### config.mk
export PLATFORM = sky130hd
export DESIGN_NAME = acd_decoder
export DESIGN_NICKNAME = d
export VERILOG_FILES = /design/src/rtl/acd_opsel.v /design/src/rtl/acd_addr_pack.v /design/src/rtl/acd_decoder.v
export VERILOG_INCLUDE_DIRS = /design/src /design/src/rtl
export SDC_FILE = /design/constraint.sdc
export NUM_CORES = 1
export LEC_CHECK = 0
export CORE_MARGIN = 5
export CORE_UTILIZATION = 65
export CTS_BUF_LIST = sky130_fd_sc_hd__clkbuf_8 sky130_fd_sc_hd__clkbuf_16
export DETAILED_ROUTE_END_ITERATION = 8
export DONT_BUFFER_PORTS = 1
export PLACE_DENSITY = 0.85
export SLEW_MARGIN = 20
export SYNTH_ARGS = -nofsm -noshare
export SYNTH_HDL_FRONTEND = slang
export SYNTH_SLANG_ARGS = --single-unit
### constraint.sdc
create_clock -name i_clk -period 8.9 [get_ports i_clk]
set_input_delay 1.78 -clock i_clk [delete_from_list [all_inputs] [get_ports i_clk]]
set_output_delay 1.78 -clock i_clk [all_outputs]
set_load 0.005 [all_outputs]
### src/rtl/acd_map.vh
`ifndef ACD_MAP_VH
`define ACD_MAP_VH
// Byte lanes of the fetch window; the oldest byte sits lowest.
`define ACD_B0        7:0
`define ACD_B1        15:8
`define ACD_B2        23:16
`define ACD_B3        31:24
`define ACD_B4        39:32
// Field positions inside an opcode or operand byte.
`define ACD_NIB_HI    7:4
`define ACD_NIB_LO    3:0
`define ACD_OPCLS     3:1
`define ACD_CARRY_BIT 0
`define ACD_DIR_BIT   7
`define ACD_SEL       6:4
`define ACD_PAIR      5:4
`define ACD_RZERO     3
`define ACD_RSRC      2:0
// Operation-byte class: low nibble 100x, x is the carry-in select.
`define ACD_OPCLS_ADD 3'h4
// Upper nibble of single-byte operation codes.
`define ACD_HI_ACC_IMM 4'ha
`define ACD_HI_REG_FRM 4'h7
`define ACD_HI_S2_IMM  4'h6
`define ACD_HI_REG_REG 4'h8
`define ACD_HI_ACC_S2  4'h9
// Prefix bytes.
`define ACD_PFX_SHORT1 8'h3c
`define ACD_PFX_SFR    8'h01
`define ACD_PFX_MEMMEM 8'h2a
`define ACD_PFX_INDIR  8'h07
`define ACD_PFX_WIDE   8'h0a
`define ACD_PFX_BASE   8'h06
`define ACD_PFX_PTR    8'h16
`define ACD_PFX_BIDX   8'h17
// Register-form selector in the second byte low nibble.
`define ACD_RF_R_S2   4'h0
`define ACD_RF_R_S1   4'h1
`define ACD_RF_R_SFR  4'h2
`define ACD_RF_R_IMM  4'h3
`define ACD_RF_S2_R   4'h4
`define ACD_RF_S1_R   4'h5
`define ACD_RF_SFR_R  4'h6
// Selectors under the indirect, wide, base and pointer prefixes.
`define ACD_IND_WORD  3'h2
`define ACD_IND_LONG  3'h3
`define ACD_WIDE_ABS16 3'h4
`define ACD_WIDE_ABS24 3'h5
`define ACD_BASE_LAST  3'h4
`define ACD_PTR_PLAIN  3'h6
// Addressing modes reported to execute.
`define ACD_M_NONE     5'h00
`define ACD_M_ACC_IMM  5'h01
`define ACD_M_REG_IMM  5'h02
`define ACD_M_REG_S2   5'h03
`define ACD_M_REG_S1   5'h04
`define ACD_M_S2_REG   5'h05
`define ACD_M_S1_REG   5'h06
`define ACD_M_REG_SFR  5'h07
`define ACD_M_SFR_REG  5'h08
`define ACD_M_S2_IMM   5'h09
`define ACD_M_S1_IMM   5'h0a
`define ACD_M_SFR_IMM  5'h0b
`define ACD_M_REG_REG1 5'h0c
`define ACD_M_REG_REG2 5'h0d
`define ACD_M_ACC_S2   5'h0e
`define ACD_M_MEM_MEM  5'h0f
`define ACD_M_PTR_WORD 5'h10
`define ACD_M_PTR_LONG 5'h11
`define ACD_M_ABS16    5'h12
`define ACD_M_ABS24    5'h13
`define ACD_M_PTR_AUTO 5'h14
`define ACD_M_BASE_OFS 5'h15
`define ACD_M_IMM_IDX  5'h16
`define ACD_M_BASE_IDX 5'h17
// Pointer, index and step selectors.
`define ACD_PTR_TRI1  3'h0
`define ACD_PTR_TRI2  3'h1
`define ACD_PTR_TRI3  3'h2
`define ACD_PTR_TRI4  3'h3
`define ACD_PTR_SP    3'h4
`define ACD_PTR_NONE  3'h7
`define ACD_IDX_DE    3'h0
`define ACD_IDX_A     3'h1
`define ACD_IDX_HL    3'h2
`define ACD_IDX_B     3'h3
`define ACD_IDX_C     3'h4
`define ACD_IDX_NONE  3'h7
`define ACD_STEP_NONE 2'h0
`define ACD_STEP_INC  2'h1
`define ACD_STEP_DEC  2'h2
// Instruction lengths in bytes.
`define ACD_LEN1 3'h1
`define ACD_LEN2 3'h2
`define ACD_LEN3 3'h3
`define ACD_LEN4 3'h4
`define ACD_LEN5 3'h5
// Address byte orders.
`define ACD_ORD_BYTE 2'h0
`define ACD_ORD_LH   2'h1
`define ACD_ORD_LHW  2'h2
`define ACD_ORD_WLH  2'h3
`endif

### src/rtl/acd_opsel.v
`timescale 1ns/100ps
`include "acd_map.vh"
module acd_opsel (
  // Candidate operation byte
  input  wire [7:0] i_byte,
  // Classification
  output wire       o_ok,
  output wire       o_carry
);
  // Add and add-with-carry share every field but the lowest opcode bit.
  assign o_ok    = (i_byte[`ACD_OPCLS] == `ACD_OPCLS_ADD); // RULE_21
  assign o_carry = i_byte[`ACD_CARRY_BIT]; // RULE_21
endmodule

### src/rtl/acd_addr_pack.v
`timescale 1ns/100ps
`include "acd_map.vh"
module acd_addr_pack (
  // Operand bytes
  input  wire [7:0]  i_ofs,
  input  wire [7:0]  i_b2,
  input  wire [7:0]  i_b3,
  input  wire [7:0]  i_b4,
  input  wire [1:0]  i_ord,
  // Assembled address
  output reg  [23:0] o_addr
);
  always @* begin
    case (i_ord)
      `ACD_ORD_LH:  o_addr = {8'h00, i_b3, i_b2}; // RULE_14
      `ACD_ORD_LHW: o_addr = {i_b4, i_b3, i_b2}; // RULE_19
      `ACD_ORD_WLH: o_addr = {i_b2, i_b4, i_b3}; // RULE_15
      default:      o_addr = {16'h0000, i_ofs};
    endcase
  end
endmodule

### src/rtl/acd_decoder.v
// Operation
// RULE_01: A9 is accumulator immediate, two bytes.
// RULE_02: 79 with nibble 3 is register immediate.
// RULE_03: 79 low nibble picks register/short/sfr form.
// RULE_04: 69 adds immediate into region-two location.
// RULE_05: 3C 69 adds immediate into region one.
// RULE_06: 01 69 adds immediate into sfr.
// RULE_07: 89 is register add, low-group source.
// RULE_08: 3C 89 uses alternate source group.
// RULE_09: 99 adds region-two location into accumulator.
// RULE_10: 2A prefix gives memory-to-memory forms.
// RULE_11: 07 prefix gives word-pointer load/store.
// RULE_12: 3C before 07 moves pointer to region one.
// RULE_13: 07 with x3/xB9 uses 24-bit pointer.
// RULE_14: 0A 49/C9 uses 16-bit absolute address.
// RULE_15: 0A 59/D9 uses 24-bit absolute address.
// RULE_16: 16 prefix gives pointer auto-step modes.
// RULE_17: Second-byte bit 7 selects memory destination.
// RULE_18: 06 prefix gives base plus byte offset.
// RULE_19: 0A low selectors give indexed wide base.
// RULE_20: 17 prefix gives based-indexed modes.
// RULE_21: Low nibble 8 is add, 9 with carry.
// RULE_22: Report operation, mode, fields and length.
`timescale 1ns/100ps
`include "acd_map.vh"
module acd_decoder (
  // Clock and reset
  input  wire        i_clk,
  input  wire        i_rst_n,
  // Fetch window
  input  wire        i_valid,
  input  wire [2:0]  i_avail,
  input  wire [39:0] i_window,
  // Decoded instruction
  output reg         o_valid,
  output reg         o_known,
  output reg         o_starve,
  output reg         o_carry,
  output reg  [4:0]  o_mode,
  output reg  [2:0]  o_len,
  output reg         o_store,
  output reg  [3:0]  o_reg_dst,
  output reg  [2:0]  o_reg_src,
  output reg         o_src_alt,
  output reg  [2:0]  o_ptr,
  output reg  [2:0]  o_idx,
  output reg  [1:0]  o_step,
  output reg  [1:0]  o_region,
  output reg  [23:0] o_addr,
  output reg  [7:0]  o_addr2,
  output reg  [7:0]  o_imm
);

  wire [7:0]  b0;
  wire [7:0]  b1;
  wire [7:0]  b2;
  wire [7:0]  b3;
  wire [7:0]  b4;
  wire [2:0]  op_ok;
  wire [2:0]  op_c;
  wire [23:0] addr_w;
  wire        ind_pfx1;
  wire [7:0]  ind_op;
  wire [7:0]  ind_ofs;

  reg         known_d;
  reg         carry_d;
  reg  [4:0]  mode_d;
  reg  [2:0]  len_d;
  reg         store_d;
  reg  [3:0]  rdst_d;
  reg  [2:0]  rsrc_d;
  reg         alt_d;
  reg  [2:0]  ptr_d;
  reg  [2:0]  idx_d;
  reg  [1:0]  step_d;
  reg  [1:0]  region_d;
  reg  [1:0]  ord_d;
  reg  [7:0]  ofs_d;
  reg  [7:0]  addr2_d;
  reg  [7:0]  imm_d;
  reg         ind_go;
  reg  [2:0]  sel;
  wire        fits;

  assign b0 = i_window[`ACD_B0];
  assign b1 = i_window[`ACD_B1];
  assign b2 = i_window[`ACD_B2];
  assign b3 = i_window[`ACD_B3];
  assign b4 = i_window[`ACD_B4];

  // Every one of the first three bytes can be the operation byte.
  genvar gi;
  generate
    for (gi = 0; gi < 3; gi = gi + 1) begin : g_op
      acd_opsel u_opsel (
        .i_byte  (i_window[gi*8 +: 8]),
        .o_ok    (op_ok[gi]),
        .o_carry (op_c[gi])
      );
    end
  endgenerate

  // The region-one prefix pushes the indirect group one byte later.
  assign ind_pfx1 = (b0 == `ACD_PFX_SHORT1); // RULE_12
  assign ind_op   = ind_pfx1 ? b2 : b1;
  assign ind_ofs  = ind_pfx1 ? b3 : b2;

  acd_addr_pack u_pack (
    .i_ofs  (ofs_d),
    .i_b2   (b2),
    .i_b3   (b3),
    .i_b4   (b4),
    .i_ord  (ord_d),
    .o_addr (addr_w)
  );

  always @* begin
    known_d  = 1'b0;
    carry_d  = op_c[0];
    mode_d   = `ACD_M_NONE;
    len_d    = `ACD_LEN1;
    store_d  = 1'b0;
    rdst_d   = 4'h0;
    rsrc_d   = 3'h0;
    alt_d    = 1'b0;
    ptr_d    = `ACD_PTR_NONE;
    idx_d    = `ACD_IDX_NONE;
    step_d   = `ACD_STEP_NONE;
    region_d = 2'h0;
    ord_d    = `ACD_ORD_BYTE;
    ofs_d    = b1;
    addr2_d  = 8'h00;
    imm_d    = 8'h00;
    ind_go   = 1'b0;
    sel      = b1[`ACD_SEL];
    if (op_ok[0]) begin
      case (b0[`ACD_NIB_HI])
        `ACD_HI_ACC_IMM: begin
          known_d = 1'b1; // RULE_01
          mode_d  = `ACD_M_ACC_IMM;
          len_d   = `ACD_LEN2;
          imm_d   = b1;
        end
        `ACD_HI_REG_FRM: begin
          known_d = 1'b1;
          rdst_d  = b1[`ACD_NIB_HI]; // RULE_02
          ofs_d   = b2; // RULE_03
          len_d   = `ACD_LEN3;
          case (b1[`ACD_NIB_LO])
            `ACD_RF_R_IMM: begin
              mode_d = `ACD_M_REG_IMM; // RULE_02
              imm_d  = b2;
              ofs_d  = 8'h00;
            end
            `ACD_RF_R_S2:  mode_d = `ACD_M_REG_S2; // RULE_03
            `ACD_RF_R_S1: begin
              mode_d   = `ACD_M_REG_S1; // RULE_03
              region_d = 2'h3;
            end
            `ACD_RF_S2_R: begin
              mode_d  = `ACD_M_S2_REG; // RULE_03
              store_d = 1'b1;
            end
            `ACD_RF_S1_R: begin
              mode_d   = `ACD_M_S1_REG; // RULE_03
              store_d  = 1'b1;
              region_d = 2'h3;
            end
            `ACD_RF_R_SFR: mode_d = `ACD_M_REG_SFR; // RULE_03
            `ACD_RF_SFR_R: begin
              mode_d  = `ACD_M_SFR_REG; // RULE_03
              store_d = 1'b1;
            end
            default: known_d = 1'b0;
          endcase
        end
        `ACD_HI_S2_IMM: begin
          known_d = 1'b1; // RULE_04
          mode_d  = `ACD_M_S2_IMM;
          len_d   = `ACD_LEN3;
          imm_d   = b2;
        end
        `ACD_HI_REG_REG: begin
          known_d = ~b1[`ACD_RZERO]; // RULE_07
          mode_d  = `ACD_M_REG_REG1;
          len_d   = `ACD_LEN2;
          rdst_d  = b1[`ACD_NIB_HI];
          rsrc_d  = b1[`ACD_RSRC];
          ofs_d   = 8'h00;
        end
        `ACD_HI_ACC_S2: begin
          known_d = 1'b1; // RULE_09
          mode_d  = `ACD_M_ACC_S2;
          len_d   = `ACD_LEN2;
        end
        default: known_d = 1'b0;
      endcase
    end else begin
      case (b0)
        `ACD_PFX_SHORT1: begin
          carry_d = op_c[1];
          if (b1 == `ACD_PFX_INDIR) begin
            ind_go = 1'b1; // RULE_12
          end else if (op_ok[1] && b1[`ACD_NIB_HI] == `ACD_HI_S2_IMM) begin
            known_d  = 1'b1; // RULE_05
            mode_d   = `ACD_M_S1_IMM;
            len_d    = `ACD_LEN4;
            ofs_d    = b2;
            imm_d    = b3;
            region_d = 2'h3;
          end else if (op_ok[1] && b1[`ACD_NIB_HI] == `ACD_HI_REG_REG) begin
            known_d = ~b2[`ACD_RZERO]; // RULE_08
            mode_d  = `ACD_M_REG_REG2;
            len_d   = `ACD_LEN3;
            rdst_d  = b2[`ACD_NIB_HI];
            rsrc_d  = b2[`ACD_RSRC];
            alt_d   = 1'b1;
            ofs_d   = 8'h00;
          end
        end
        `ACD_PFX_SFR: begin
          carry_d = op_c[1];
          known_d = op_ok[1] && b1[`ACD_NIB_HI] == `ACD_HI_S2_IMM; // RULE_06
          mode_d  = `ACD_M_SFR_IMM;
          len_d   = `ACD_LEN4;
          ofs_d   = b2;
          imm_d   = b3;
        end
        `ACD_PFX_MEMMEM: begin
          carry_d  = op_c[1];
          known_d  = op_ok[1] && !b1[`ACD_DIR_BIT] && !b1[6]; // RULE_10
          mode_d   = `ACD_M_MEM_MEM;
          len_d    = `ACD_LEN4;
          region_d = b1[`ACD_PAIR];
          ofs_d    = b2;
          addr2_d  = b3;
        end
        `ACD_PFX_INDIR: ind_go = 1'b1; // RULE_11
        `ACD_PFX_WIDE: begin
          carry_d = op_c[1];
          store_d = b1[`ACD_DIR_BIT]; // RULE_17
          known_d = op_ok[1] && sel <= `ACD_WIDE_ABS24;
          if (sel == `ACD_WIDE_ABS16) begin
            mode_d = `ACD_M_ABS16; // RULE_14
            len_d  = `ACD_LEN4;
            ord_d  = `ACD_ORD_LH;
          end else if (sel == `ACD_WIDE_ABS24) begin
            mode_d = `ACD_M_ABS24; // RULE_15
            len_d  = `ACD_LEN5;
            ord_d  = `ACD_ORD_WLH;
          end else begin
            mode_d = `ACD_M_IMM_IDX; // RULE_19
            len_d  = `ACD_LEN5;
            ord_d  = `ACD_ORD_LHW;
            case (sel[1:0])
              2'h0:    idx_d = `ACD_IDX_DE;
              2'h1:    idx_d = `ACD_IDX_A;
              2'h2:    idx_d = `ACD_IDX_HL;
              default: idx_d = `ACD_IDX_B;
            endcase
          end
        end
        `ACD_PFX_BASE: begin
          carry_d = op_c[1];
          store_d = b1[`ACD_DIR_BIT]; // RULE_17
          known_d = op_ok[1] && sel <= `ACD_BASE_LAST; // RULE_18
          mode_d  = `ACD_M_BASE_OFS;
          len_d   = `ACD_LEN3;
          ofs_d   = b2;
          case (sel)
            3'h0:    ptr_d = `ACD_PTR_TRI1;
            3'h1:    ptr_d = `ACD_PTR_SP;
            3'h2:    ptr_d = `ACD_PTR_TRI2;
            3'h3:    ptr_d = `ACD_PTR_TRI4;
            default: ptr_d = `ACD_PTR_TRI3;
          endcase
        end
        `ACD_PFX_PTR: begin
          carry_d = op_c[1];
          store_d = b1[`ACD_DIR_BIT]; // RULE_17
          known_d = op_ok[1]; // RULE_16
          mode_d  = `ACD_M_PTR_AUTO;
          len_d   = `ACD_LEN2;
          ofs_d   = 8'h00;
          if (sel < `ACD_PTR_PLAIN)
            ptr_d = sel[0] ? `ACD_PTR_TRI2 : `ACD_PTR_TRI1;
          else
            ptr_d = sel[0] ? `ACD_PTR_TRI4 : `ACD_PTR_TRI3;
          if (sel[2])
            step_d = `ACD_STEP_NONE;
          else if (sel[1])
            step_d = `ACD_STEP_DEC;
          else
            step_d = `ACD_STEP_INC;
        end
        `ACD_PFX_BIDX: begin
          carry_d = op_c[1];
          store_d = b1[`ACD_DIR_BIT]; // RULE_17
          known_d = op_ok[1]; // RULE_20
          mode_d  = `ACD_M_BASE_IDX;
          len_d   = `ACD_LEN2;
          ofs_d   = 8'h00;
          case (sel)
            3'h0: begin
              ptr_d = `ACD_PTR_TRI1;
              idx_d = `ACD_IDX_A;
            end
            3'h1: begin
              ptr_d = `ACD_PTR_TRI2;
              idx_d = `ACD_IDX_A;
            end
            3'h2: begin
              ptr_d = `ACD_PTR_TRI1;
              idx_d = `ACD_IDX_B;
            end
            3'h3: begin
              ptr_d = `ACD_PTR_TRI2;
              idx_d = `ACD_IDX_B;
            end
            3'h4: begin
              ptr_d = `ACD_PTR_TRI3;
              idx_d = `ACD_IDX_DE;
            end
            3'h5: begin
              ptr_d = `ACD_PTR_TRI3;
              idx_d = `ACD_IDX_HL;
            end
            3'h6: begin
              ptr_d = `ACD_PTR_TRI1;
              idx_d = `ACD_IDX_C;
            end
            default: begin
              ptr_d = `ACD_PTR_TRI2;
              idx_d = `ACD_IDX_C;
            end
          endcase
        end
        default: known_d = 1'b0;
      endcase
    end
    // Both entries into the indirect group share one operand layout.
    if (ind_go) begin
      sel      = ind_op[`ACD_SEL];
      carry_d  = ind_pfx1 ? op_c[2] : op_c[1];
      known_d  = (ind_pfx1 ? op_ok[2] : op_ok[1]) &&
                 (sel == `ACD_IND_WORD || sel == `ACD_IND_LONG);
      store_d  = ind_op[`ACD_DIR_BIT]; // RULE_11
      mode_d   = (sel == `ACD_IND_LONG) ? `ACD_M_PTR_LONG // RULE_13
                                        : `ACD_M_PTR_WORD;
      ofs_d    = ind_ofs;
      len_d    = ind_pfx1 ? `ACD_LEN4 : `ACD_LEN3; // RULE_12
      region_d = ind_pfx1 ? 2'h3 : 2'h0;
    end
    if (!known_d) begin
      mode_d = `ACD_M_NONE;
      len_d  = `ACD_LEN1;
    end
  end

  // An instruction is only reported once all of its bytes are present, so
  // fetch never advances past a half-seen encoding.
  assign fits = (i_avail >= len_d);

  always @(posedge i_clk) begin
    if (!i_rst_n) begin
      o_valid   <= 1'b0;
      o_known   <= 1'b0;
      o_starve  <= 1'b0;
      o_carry   <= 1'b0;
      o_mode    <= `ACD_M_NONE;
      o_len     <= `ACD_LEN1;
      o_store   <= 1'b0;
      o_reg_dst <= 4'h0;
      o_reg_src <= 3'h0;
      o_src_alt <= 1'b0;
      o_ptr     <= `ACD_PTR_NONE;
      o_idx     <= `ACD_IDX_NONE;
      o_step    <= `ACD_STEP_NONE;
      o_region  <= 2'h0;
      o_addr    <= 24'h000000;
      o_addr2   <= 8'h00;
      o_imm     <= 8'h00;
    end else begin
      o_valid  <= i_valid && fits; // RULE_22
      o_starve <= i_valid && !fits;
      if (i_valid && fits) begin
        o_known   <= known_d; // RULE_22
        o_carry   <= carry_d;
        o_mode    <= mode_d;
        o_len     <= len_d;
        o_store   <= store_d;
        o_reg_dst <= rdst_d;
        o_reg_src <= rsrc_d;
        o_src_alt <= alt_d;
        o_ptr     <= ptr_d;
        o_idx     <= idx_d;
        o_step    <= step_d;
        o_region  <= region_d;
        o_addr    <= addr_w;
        o_addr2   <= addr2_d;
        o_imm     <= imm_d;
      end
    end
  end

endmodule

==> results of run 1 <==
cells in the mapped netlist (4+ instances only):
cell	n	area [µm²]
o2111ai_1	5	43.8
nor3_1	8	40.0
and2_1	17	106
a31oi_1	5	31.3
mux2i_1	10	100
nor4_1	4	25.0
a22oi_1	13	97.6
inv_1	6	22.5
nor2b_1	8	50.1
nor2_1	50	188
nand4_1	4	25.0
a211oi_1	11	82.6
o221ai_1	7	61.3
a21oi_1	24	120
clkbuf_1	38	143
o21ai_0	29	145
a221oi_1	22	193
nand2b_1	6	37.5
o21ai_1	4	20.0
dfxtp_1	71	1420
a21o_1	7	52.6
and3_1	6	37.5
mux2_2	5	56.3
a21boi_0	14	105
nor3b_1	29	218
buf_2	8	40.0
a32o_1	5	50.1
o211ai_1	5	37.5
nand3_1	28	140
nand2_1	59	221
worst max-delay path: cells and delay by family:
kind                     cells  cell delay, ns
AND/OR/NAND/NOR              8            2.64
AO/OA/AOI/OAI                4            1.33
adder cells (fa/ha/maj)      1            0.27
stage by stage:
stage	power (µW)	cell area [µm²]	setup WS (ns)	hold slack, ns
2_1_floorplan	419	4500	3.52	0.454
3_3_place_gp	423	4410	2.79	0.478
3_5_place_dp	425	4410	2.56	0.481
4_1_cts	666	4600	2.92	0.493
5_1_grt	693	4610	2.83	0.515
6_report	669	4610	3.10	0.491
cell usage in the layout (no fill, tap or decap), types with 3 or more instances in the layout:
| master | synthesis | routed |
|---|---|---|
| a211oi_1 | 11 | 11 |
| a21boi_0 | 14 | 14 |
| a21o_1 | 7 | 7 |
| a21oi_1 | 24 | 24 |
| a221oi_1 | 22 | 22 |
| a22oi_1 | 13 | 13 |
| a31oi_1 | 5 | 5 |
| a32o_1 | 5 | 5 |
| a41oi_1 | 3 | 3 |
| and2_1 | 17 | 16 |
| and3_1 | 6 | 6 |
| and4_1 | 3 | 3 |
| clkbuf_8 | 0 | 9 |
| dfxtp_1 | 71 | 71 |
| ha_1 | 3 | 3 |
| inv_1 | 6 | 6 |
| mux2_2 | 5 | 5 |
| mux2i_1 | 10 | 10 |
| nand2_1 | 59 | 58 |
| nand2b_1 | 6 | 6 |
| nand3_1 | 28 | 28 |
| nand4_1 | 4 | 4 |
| nor2_1 | 50 | 50 |
| nor2b_1 | 8 | 8 |
| nor3_1 | 8 | 8 |
| nor3b_1 | 29 | 28 |
| nor4_1 | 4 | 4 |
| o2111ai_1 | 5 | 5 |
| o211a_1 | 3 | 3 |
| o211ai_1 | 5 | 5 |
| o21ai_0 | 29 | 29 |
| o21ai_1 | 4 | 4 |
| o221ai_1 | 7 | 7 |
| o22ai_1 | 3 | 3 |
| or3_1 | 3 | 3 |
| xnor2_1 | 3 | 3 |
layer usage:
layer | track usage (%) | wire [µm] | share of wire, % | up-vias
li1 | - | - | - | 2103
met1 | 46.4 | 5930 | 37 | 2219
met2 | 55.9 | 7340 | 45 | 356
met3 | 10.3 | 2070 | 13 | 84
met4 | 20.4 | 841 | 5.2 | 0
met5 | 0 | 0 | 0 | -
logic make-up after synthesis:
family                     after synthesis
AOI/OAI and AO/OA                      179
and+or+nand+nor                        244
adders and majority gates                3
buffers and inverters                   57
xor gates and xnor gates                 3
muxes                                   17
DFF                                     71
flip-flops by register name, indices dropped and copies added, names as in the netlist:
name	flops
o_valid	1
o_reg_dst	4
o_mode	5
o_step	2
o_region	2
o_known	1
o_imm	8
o_addr2	8
o_addr	24
o_store	1
o_carry	1
o_starve	1
o_src_alt	1
o_reg_src	3
o_len	3
o_ptr	3
o_idx	3
final cells by class:
cell class / count / area, µm² / area share (%)
multi-input cells: 446 / 2850 / 61.8
flip-flops and latches: 71 / 1420 / 30.8
clock buffers: 9 / 124 / 2.68
well taps: 80 / 100 / 2.17
clock inverters: 7 / 63.8 / 1.38
repair buffers: 3 / 30.0 / 0.651
inverters: 6 / 22.5 / 0.488
diodes: 1 / 2.50 / 0.0542
worst paths after layout:
kind / start / to / depth (start not counted) / slack, ns
worst max-delay path: i_window[7] / o_store / 13 / 3.10
worst min-delay path: o_addr2[5] / o_addr2[5] / 2 / 0.49
worst max register to register: o_addr[4] / o_addr[4] / 3 / 7.90
worst min register to register: o_addr2[5] / o_addr2[5] / 2 / 0.49
power groups by stage:
stage / Combinational (µW) / Sequential (µW) / Clock, µW
finish: 78.4 / 341 / 250
detailed placement: 76.0 / 349 / 0
floorplan: 73.9 / 345 / 0
global route: 85.5 / 343 / 265
global placement: 74.2 / 349 / 0
CTS: 76.6 / 341 / 248
==> reports/summary.log, run 1 <==
qor: global_route.grt_max_degree 75
qor: die.fp.dieArea 0.00869 mm²
qor: synth.mappedNetlistArea 0.00450 mm²
qor: drt.avgRoutedWirePerCell 26.0 µm
qor: drt.route.detailed.drc 0
qor: synth.largest_family_of_logic_cells_by_synthesized_area simple AND/OR/NAND/NOR gates
qor: pwr.seqPwrFrac 51.0%
qor: global_route.total_overflow_reported_by_the_global_router 0
qor: clock_tree.clkTransAtPathRegs 0.09 ns
qor: sta.timing.final.setup_violations 0
qor: pwr.cellInternalPower 470 µW
qor: drt.vias 4762
qor: setup_path.critical_path_arrival 6.04 ns
qor: sta.max_freq 172 MHz
qor: synth.synth_adder_area_share 0.833%
qor: clock_tree.buffer_count_from_post_cts_setup_fixing 0
qor: die.initial_utilization 66.7%
qor: setup_path.setup.worst_path.class input pin to register
qor: clock_tree.tritoncts_buffers 9
qor: drt.antenna_violation_net_count_after_detailed_routing 0
qor: synth.netlist-cell-type-count 70
qor: global_route.grt_first_pass_wirelength 24700 µm
qor: sta.finalWorstPathRequiredPeriod 5.80 ns
qor: drt.routed_wl 16200 µm
qor: placed_design.placed_cells_incl_taps 605
qor: placed_design.port_buffers 0
qor: setup_path.critical_path_start_type input pin
qor: synth.post_synth_inst_count 574
qor: sta.worst-slew-pin-transition 1.05 ns
qor: pwr.power_leakage 0.00155 µW
qor: drt.vias_per_cell 7.64
qor: clock_tree.htree_levels 3
qor: die.rows 30
qor: sta.clock-skew-final 0 ns
qor: pwr.clockPowerShare 37.3%
qor: setup_path.top_fanout_value_on_the_critical_path 60
qor: clock_tree.cts-root-buf clkbuf_8
qor: die.core-area 0.00676 mm²
qor: die.chipHeight 93.2 µm
qor: layout.post_layout_nonfiller_instances 623
qor: setup_path.critPathMaxStageDelay 0.79 ns
qor: clock_tree.postCtsHoldBufs 0
qor: pwr.sw_ratio 29.7%
qor: synth.synth.mux.area_fraction 3.97%
qor: sta.rsz0062_at_grt false
qor: synth.synth-compound-area-share 28.5%
qor: run.drv.max_cap_violation_count 0
qor: outcome.status complete, no violations
qor: global_route.initial_antenna_violation_count 1
qor: sta.max_slew_margin 29.5%
qor: layout.finalNetCount 586
qor: die.die_w 93.2 µm
qor: sta.setup-tns-final 0 ns
qor: sta.finalMaxSlewViolations 0
qor: setup_path.worstPathCellList nand4bb_1, or4_1, nor3_2, nor2_1, and2_1, o21ai_0, nand2_1, ha_1, a21o_1, a21o_1, nand2_2, a2111oi_0, nor2_1
qor: sta.min_period_over_period 65.2%
qor: synth.synthesis.yosys.warnings 0
qor: drt.drt_first_pass_iters 5
qor: sta.hold_violation_count_in_the_final_report 0
qor: clock_tree.post_cts_gate_resize_count 0
qor: placed_design.place_hpwl 11500 µm
qor: synth.synth_simple_gate_area_share 29.2%
qor: layout.share_of_the_core_filled_with_cells 68.3%
qor: placed_design.routabilityCongestion 1.03
qor: synth.avgSynthCellArea 7.85 µm²
qor: synth.share_of_flip_flops_with_an_asynchronous_set_or_reset_after_synthesis 0%
qor: pwr.power_density 145 mW/mm²
qor: layout.final_layout_size_suffix_gt1_share 6.83%
qor: synth.synth_nets 623
qor: clock_tree.clock_sink_count 71
qor: setup_path.critPathCaptureType register
qor: synth.ys_seq_elements 71
qor: synth.post_synth_edffs 0
qor: die.io_pins 117
qor: clock_tree.cts_buffer_depth 2
qor: synth.synth_seq_area_share 31.6%
qor: setup_path.worstPathRequired 9.14 ns
qor: drt.detailedRoute.firstIterationViolations 661
qor: clock_tree.tritoncts_clock_tree yes
qor: layout.layout.filler_cells 579
qor: clock_tree.clkLatencyLatePin 0.35 ns
qor: pwr.vdd_drop_max 0.000130 V
qor: pwr.switchingPower 199 µW
qor: pwr.share_comb_of_total_power 11.7%
qor: setup_path.worst_path_max_delay_cell a2111oi_0
qor: synth.synth-xor-area-share 0.583%
qor: synth.synth_flop_cell dfxtp_1
qor: global_route.grt_pass1_vias 4512
qor: layout.layout-area-overhead-vs-synth 2.44%
qor: global_route.grt_use_total 36.7%
qor: worst_hold_path.min-delay-path-class register to register
Note: power is estimated with default switching activity, not from simulation.
==> inputs of run 2 (changes only) <==
- ABC_AREA: unset -> 1
- CORE_UTILIZATION: 65 -> 64
- PLACE_DENSITY: 0.85 -> 0.84
- clock period: 8.9 -> 5.9 ns (I/O delays scaled with it)
==> reports/summary.log, run 2 <==
qor: drt.avgRoutedWirePerCell 20.9 µm [was 26.0 µm]
qor: synth.mappedNetlistArea 0.00473 mm² [was 0.00450 mm²]
qor: setup_path.critical_path_arrival 4.74 ns [was 6.04 ns]
qor: clock_tree.clkTransAtPathRegs 0.09 ns [about the same]
qor: placed_design.place_worst_setup_slack 1.19 ns [was 2.56 ns]
qor: drt.antenna_violation_net_count_after_detailed_routing 0 [unchanged]
qor: clock_tree.post_cts_gate_resize_count 0 [unchanged]
qor: synth.synth.most_common_cell nand2_1 [was dfxtp_1]
qor: synth.synthesis.yosys.warnings 0 [unchanged]
qor: layout.most_frequent_cells_in_the_layout 192 x nand2_1, 82 x a21oi_1, 71 x dfxtp_1 [was 71 x dfxtp_1, 58 x nand2_1, 50 x nor2_1]
qor: synth.synth_flop_cell dfxtp_1 [unchanged]
qor: global_route.initial_antenna_violation_count 0 [was 1]
qor: synth.netlist-cell-type-count 46 [was 70]
qor: sta.hold_violation_count_in_the_final_report 0 [unchanged]
qor: die.io_pins 117 [unchanged]
qor: drt.vias_per_cell 6.59 [was 7.64]
qor: clock_tree.buffer_count_from_post_cts_setup_fixing 0 [unchanged]
qor: global_route.grt_first_pass_wirelength 25800 µm [was 24700 µm]
qor: worst_hold_path.min-delay-path-class register to register [unchanged]
qor: layout.num_antenna_cells 0 [was 1]
qor: die.core-area 0.00721 mm² [was 0.00676 mm²]
qor: clock_tree.htree_levels 3 [unchanged]
qor: setup_path.critPathCaptureType register [unchanged]
qor: die.chipHeight 96.0 µm [was 93.2 µm]
qor: pwr.seqPwrFrac 49.4% [was 51.0%]
qor: pwr.cellInternalPower 694 µW [was 470 µW]
qor: pwr.switchingPower 331 µW [was 199 µW]
qor: global_route.total_overflow_reported_by_the_global_router 0 [unchanged]
qor: sta.min_period_over_period 75.6%
qor: global_route.grt_pass1_vias 4887 [was 4512]
qor: clock_tree.clkLatencyLatePin 0.36 ns [was 0.35 ns]
qor: layout.finalNetCount 772 [was 586]
qor: layout.mostFrequentLayoutCell nand2_1 [was dfxtp_1]
qor: synth.share_of_flip_flops_with_an_asynchronous_set_or_reset_after_synthesis 0% [unchanged]
qor: sta.max_freq 224 MHz
qor: die.fp.dieArea 0.00921 mm² [was 0.00869 mm²]
qor: pwr.share_comb_of_total_power 13.6% [was 11.7%]
qor: global_route.grt_max_degree 42 [was 75]
qor: placed_design.port_buffers 0 [unchanged]
qor: sta.clock-skew-final 0 ns [unchanged]
qor: layout.largest_register_ffs 24 [unchanged]
qor: layout.largest_register o_addr [unchanged]
qor: clock_tree.tritoncts_buffers 9 [unchanged]
qor: sta.max_slew_margin 32.7% [was 29.5%]
qor: die.die_w 96.0 µm [was 93.2 µm]
qor: sta.finalMaxSlewViolations 0 [unchanged]
qor: pwr.vdd_drop_max 0.000124 V [was 0.000130 V]
qor: die.initial_utilization 65.6% [was 66.7%]
qor: placed_design.place_hpwl 12800 µm [was 11500 µm]
qor: synth.ys_seq_elements 71 [unchanged]
qor: setup_path.worstPathRequired 6.18 ns [was 9.14 ns]
qor: pwr.report.power.total 1030 µW [was 669 µW]
qor: sta.setup-tns-final 0 ns [unchanged]
qor: global_route.grt_use_total 36.9% [was 36.7%]
qor: sta.finalWorstPathRequiredPeriod 4.46 ns
qor: synth.synth_nets 791 [was 623]
qor: pwr.power_density 210 mW/mm² [was 145 mW/mm²]
qor: clock_tree.postCtsHoldBufs 0 [unchanged]
qor: synth.avgSynthCellArea 6.38 µm² [was 7.85 µm²]
qor: sta.postLayoutSetupSlackWorst 1.44 ns [was 3.10 ns]
qor: drt.drt_first_pass_iters 8 [was 5]
qor: drt.routed_wl 17300 µm [was 16200 µm]
qor: layout.layout-area-overhead-vs-synth 3.25% [was 2.44%]
qor: synth.synth.area.top_cells dfxtp_1 30%, nand2_1 15%, a21oi_1 8.7% [was dfxtp_1 32%, nand2_1 4.9%, nor3b_1 4.8%]
qor: setup_path.setup.worst_path.class input pin to register [unchanged]
qor: drt.vias 5449 [was 4762]
qor: pwr.power_leakage 0.00211 µW [was 0.00155 µW]
qor: placed_design.routabilityCongestion 1.06 [was 1.03]
qor: setup_path.top_fanout_value_on_the_critical_path 33 [was 60]
qor: synth.synth_common_cells 193 x nand2_1, 82 x a21oi_1, 71 x dfxtp_1 [was 71 x dfxtp_1, 59 x nand2_1, 50 x nor2_1]
qor: synth.synth_seq_area_share 30.0% [was 31.6%]
qor: synth.synth_largest_area_cell dfxtp_1 [unchanged]
qor: placed_design.dpl-instance-area 0.00470 mm² [was 0.00441 mm²]
qor: sta.worst-slew-pin-transition 0.999 ns [was 1.05 ns]
qor: setup_path.critical_path_start_type input pin [unchanged]
qor: clock_tree.clock_sink_count 71 [unchanged]
qor: synth.yosys.area.top_type_share 30.0% [was 31.6%]
qor: pwr.sw_ratio 32.3% [was 29.7%]
qor: clock_tree.tritoncts_clock_tree yes [unchanged]
qor: layout.final_layout_size_suffix_gt1_share 12.2% [was 6.83%]
qor: layout.top_registers o_addr x24, o_addr2 x8, o_imm x8 [unchanged]
qor: drt.detailedRoute.firstIterationViolations 681 [was 661]
qor: outcome.status complete, no violations [unchanged]
qor: clock_tree.cts_buffer_depth 2 [unchanged]
qor: sta.rsz0062_at_grt false [unchanged]
qor: die.rows 31 [was 30]
qor: clock_tree.cts-root-buf clkbuf_8 [unchanged]
qor: run.drv.max_cap_violation_count 0 [unchanged]
qor: pwr.clockPowerShare 37.0% [was 37.3%]
qor: synth.post_synth_inst_count 742 [was 574]
qor: drt.route.detailed.drc 0 [unchanged]
qor: synth.post_synth_edffs 0 [unchanged]
qor: layout.final_cell_area 0.00488 mm² [was 0.00461 mm²]
qor: sta.timing.final.setup_violations 0 [unchanged]
==> run 2: changes by cell type in the layout (fill, tap and decap cells not counted), moves of 24 or more <==
cell     delta
a21oi_1    +58
nand3_1    +26
o21ai_0    +24
inv_1      +36
nor3b_1    -28
nand2_1   +134
==> run 2: metrics by stage <==
step	cells	hold slack [ns]	utilization, %
after floorplan	742	0.447	-
after global placement	811	0.468	65.2
after detailed placement	811	0.479	65.2
after CTS	827	0.492	67.7
after global routing	827	0.499	67.7
final	827	0.488	67.7
==> run 2: path summary, 6_finish.rpt <==
kind           startpoint      endpoint  slack (ns)  cells past startpoint
max          i_window[11]  o_reg_dst[3]        1.44                     18
min               o_known       o_known        0.49                      2
max reg2reg      o_imm[4]      o_imm[4]        5.17                      2
min reg2reg       o_known       o_known        0.49                      2
==> run 2: final cells by class <==
class	count	area [µm²]
well taps	99	124
flip-flops and latches	71	1420
clock buffers	9	124
repair buffers	5	37.5
clock inverters	7	60.1
fillers	668	2330
inverters	64	246
multi-input cells	572	2870
==> run 2: critical path, cell delays in order <==
cell and delay, ns:
inv_2 0.12, nand2_1 0.13, nor2_1 0.15, nand3_2 0.15
nor2_2 0.51, inv_2 0.15, nand2_4 0.13, nand3_1 0.14
nand2_4 0.14, o31ai_2 0.10, ha_1 0.34, nand2_1 0.07
o211ai_1 0.27, nand2_2 0.12, buf_4 0.27, nor3_2 0.51
nand2_1 0.10, a31oi_1 0.16
==> run 2: cells by family (layout without fill, tap and decap cells) <==
family                   count (synthesis)  count (layout)  synth area share (%)
AND/OR/NAND/NOR                        371             371                  36.0
AO/OA/AOI/OAI                          197             197                  23.6
buffers and inverters                   99              85                  9.31
flip-flops                              71              71                  30.0
adder cells (fa/ha/maj)                  3               3                 0.794
XOR/XNOR                                 1               1                 0.185
==> run 2: power by group through the flow <==
stage	registers, µW	clock network (µW)	logic, µW
after floorplan	514	0	112
after global placement	518	0	131
after detailed placement	518	0	134
after CTS	507	375	135
after global routing	509	399	152
final	507	380	139
==> run 2: per-layer routing <==
| layer | share of wire [%] | vias up | global-route usage (%) |
|---|---|---|---|
| met5 | 0 | - | 0 |
| met4 | 4.4 | 0 | 17.1 |
| met2 | 44 | 472 | 56.5 |
| met3 | 14 | 78 | 9.85 |
| met1 | 38 | 2436 | 48.2 |
| li1 | - | 2463 | - |
==> inputs of run 3 (changes only) <==
- clock period: 5.9 -> 4.3 ns (I/O delays scaled with it)
==> reports/summary.log, run 3 (synthesized netlist as in run 2, its figures left out) <==
qor: die.rows 31 [unchanged]
qor: placed_design.placed_cells_incl_taps 813 [was 811]
qor: global_route.total_overflow_reported_by_the_global_router 0 [unchanged]
qor: clock_tree.cts_buffer_depth 2 [unchanged]
qor: drt.vias 5397 [was 5449]
qor: worst_hold_path.min-delay-path-class register to register [unchanged]
qor: clock_tree.postCtsHoldBufs 0 [unchanged]
qor: layout.most_frequent_cells_in_the_layout 192 x nand2_1, 82 x a21oi_1, 71 x dfxtp_1 [unchanged]
qor: drt.routed_wl 17600 µm [was 17300 µm]
qor: placed_design.place_hpwl 12900 µm [was 12800 µm]
qor: clock_tree.htree_levels 3 [unchanged]
qor: clock_tree.cts-root-buf clkbuf_8 [unchanged]
qor: clock_tree.tritoncts_clock_tree yes [unchanged]
qor: placed_design.routabilityCongestion 1.12 [was 1.06]
qor: drt.vias_per_cell 6.51 [was 6.59]
qor: sta.holdWs 0.492 ns [was 0.488 ns]
qor: setup_path.critical_path_arrival 3.97 ns [was 4.74 ns]
qor: die.chipHeight 96.0 µm [unchanged]
qor: setup_path.top_fanout_value_on_the_critical_path 26 [was 33]
qor: die.core-area 0.00721 mm² [unchanged]
qor: placed_design.dpl-instance-area 0.00472 mm² [was 0.00470 mm²]
qor: layout.layout.filler_cells 669 [was 668]
qor: drt.detailedRoute.firstIterationViolations 570 [was 681]
qor: layout.final_layout_size_suffix_gt1_share 12.5% [was 12.2%]
qor: sta.max_freq 270 MHz
qor: layout.post_layout_nonfiller_instances 829 [was 827]
qor: sta.max_slew_margin 27.7% [was 32.7%]
qor: setup_path.worstPathRequired 4.57 ns [was 6.18 ns]
qor: clock_tree.clock_sink_count 71 [unchanged]
qor: outcome.status complete, no violations [unchanged]
qor: sta.clock-skew-final 0 ns [unchanged]
qor: die.io_pins 117 [unchanged]
qor: setup_path.critical_path_start_type input pin [unchanged]
qor: drt.route.detailed.drc 0 [unchanged]
qor: layout.num_antenna_cells 0 [unchanged]
qor: sta.setup-tns-final 0 ns [unchanged]
qor: clock_tree.post_cts_gate_resize_count 0 [unchanged]
qor: placed_design.port_buffers 0 [unchanged]
qor: worst_hold_path.hold_depth 2 [unchanged]
qor: placed_design.place_worst_setup_slack 0.328 ns [was 1.19 ns]
qor: pwr.power_leakage 0.00213 µW [was 0.00211 µW]
qor: clock_tree.clkTransAtPathRegs 0.08 ns [was 0.09 ns]
qor: drt.drt_first_pass_iters 6 [was 8]
qor: drt.antenna_violation_net_count_after_detailed_routing 0 [unchanged]
qor: sta.finalMaxSlewViolations 0 [unchanged]
qor: layout.final_cell_area 0.00492 mm² [was 0.00488 mm²]
qor: global_route.grt_pass1_vias 5053 [was 4887]
qor: global_route.grt_first_pass_wirelength 26600 µm [was 25800 µm]
qor: drt.topRoutingLayerUsed met4 [unchanged]
qor: die.die_w 96.0 µm [unchanged]
qor: drt.met2_routed_wl 7810 µm [was 7560 µm]
qor: layout.layout-area-overhead-vs-synth 4.02% [was 3.25%]
qor: global_route.initial_antenna_violation_count 0 [unchanged]
qor: layout.mostFrequentLayoutCell nand2_1 [unchanged]
qor: drt.routed-wl-met3 2320 µm [was 2410 µm]
qor: sta.worst-slew-pin-transition 1.07 ns [was 0.999 ns]
qor: pwr.vdd_drop_max 0.000194 V [was 0.000124 V]
qor: sta.rsz0062_at_grt false [unchanged]
qor: sta.finalWorstPathRequiredPeriod 3.70 ns
qor: drt.avgRoutedWirePerCell 21.3 µm [was 20.9 µm]
qor: run.drv.max_cap_violation_count 0 [unchanged]
qor: layout.largest_register o_addr [unchanged]
qor: setup_path.setup.worst_path.class input pin to register [unchanged]
qor: layout.largest_register_ffs 24 [unchanged]
qor: sta.postLayoutSetupSlackWorst 0.600 ns [was 1.44 ns]
qor: drt.wl_met1 6790 µm [was 6580 µm]
qor: pwr.power_density 298 mW/mm² [was 210 mW/mm²]
qor: clock_tree.tritoncts_buffers 9 [unchanged]
qor: layout.finalNetCount 774 [was 772]
qor: sta.timing.final.setup_violations 0 [unchanged]
qor: setup_path.critPathCaptureType register [unchanged]
qor: die.fp.dieArea 0.00921 mm² [unchanged]
qor: sta.min_period_over_period 86.0%
qor: clock_tree.clkLatencyLatePin 0.35 ns [was 0.36 ns]
qor: die.initial_utilization 65.6% [unchanged]
qor: global_route.grt_max_degree 39 [was 42]
qor: sta.hold_violation_count_in_the_final_report 0 [unchanged]
qor: layout.top_registers o_addr x24, o_addr2 x8, o_imm x8 [unchanged]
qor: global_route.grt_use_total 38.0% [was 36.9%]
qor: clock_tree.buffer_count_from_post_cts_setup_fixing 0 [unchanged]
qor: setup_path.worstRegToRegCells 2 [unchanged]
run 3: path summary, 6_finish.rpt:
check	endpoint	start	slack [ns]
worst min register to register	o_mode[2]	o_mode[2]	0.49
worst max-delay path	o_reg_dst[1]	i_window[11]	0.60
worst min-delay path	o_mode[2]	o_mode[2]	0.49
worst max register to register	o_addr[5]	o_addr[5]	3.55
run 3: worst max-delay path: stages:
cell	delay, ns
inv_2	0.06
nor3_4	0.36
nand2_4	0.16
nor2_1	0.19
nor2_1	0.06
nand3_1	0.06
nor2_1	0.04
nand2_1	0.07
nand2_2	0.07
nand2_4	0.11
o31ai_2	0.10
ha_1	0.34
nand2_1	0.06
o211ai_1	0.25
nand2_2	0.09
buf_4	0.24
nor3_2	0.54
nand2_1	0.14
a31oi_1	0.15
run 3: final cells by class:
type,instances,area [µm²],share of cell area [%]
multi-input combinational,572,2870,58.4
sequential,71,1420,28.9
inverter,64,246,5.01
clock buffer,10,138,2.80
tap,99,124,2.52
clock inverter,6,67.6,1.37
timing repair buffer,7,52.6,1.07
run 3: power breakdown:
group	switching [µW]	internal (µW)	leakage (µW)
Sequential	17.2	679	0.000578
Clock	291	286	0.0000989
Combinational	138	54.7	0.00146
run 3: routing by layer:
metal,track usage [%],vias up
met5,0,-
met4,15.0,0
met3,11.1,73
met2,59.9,393
met1,48.7,2464
li1,-,2467
run 3: stage by stage:
stage	utilization, %	power [µW]
after floorplan	-	859
after global placement	65.4	892
after detailed placement	65.4	896
after CTS	68.2	1450
after global routing	68.2	1510
final	68.2	1470
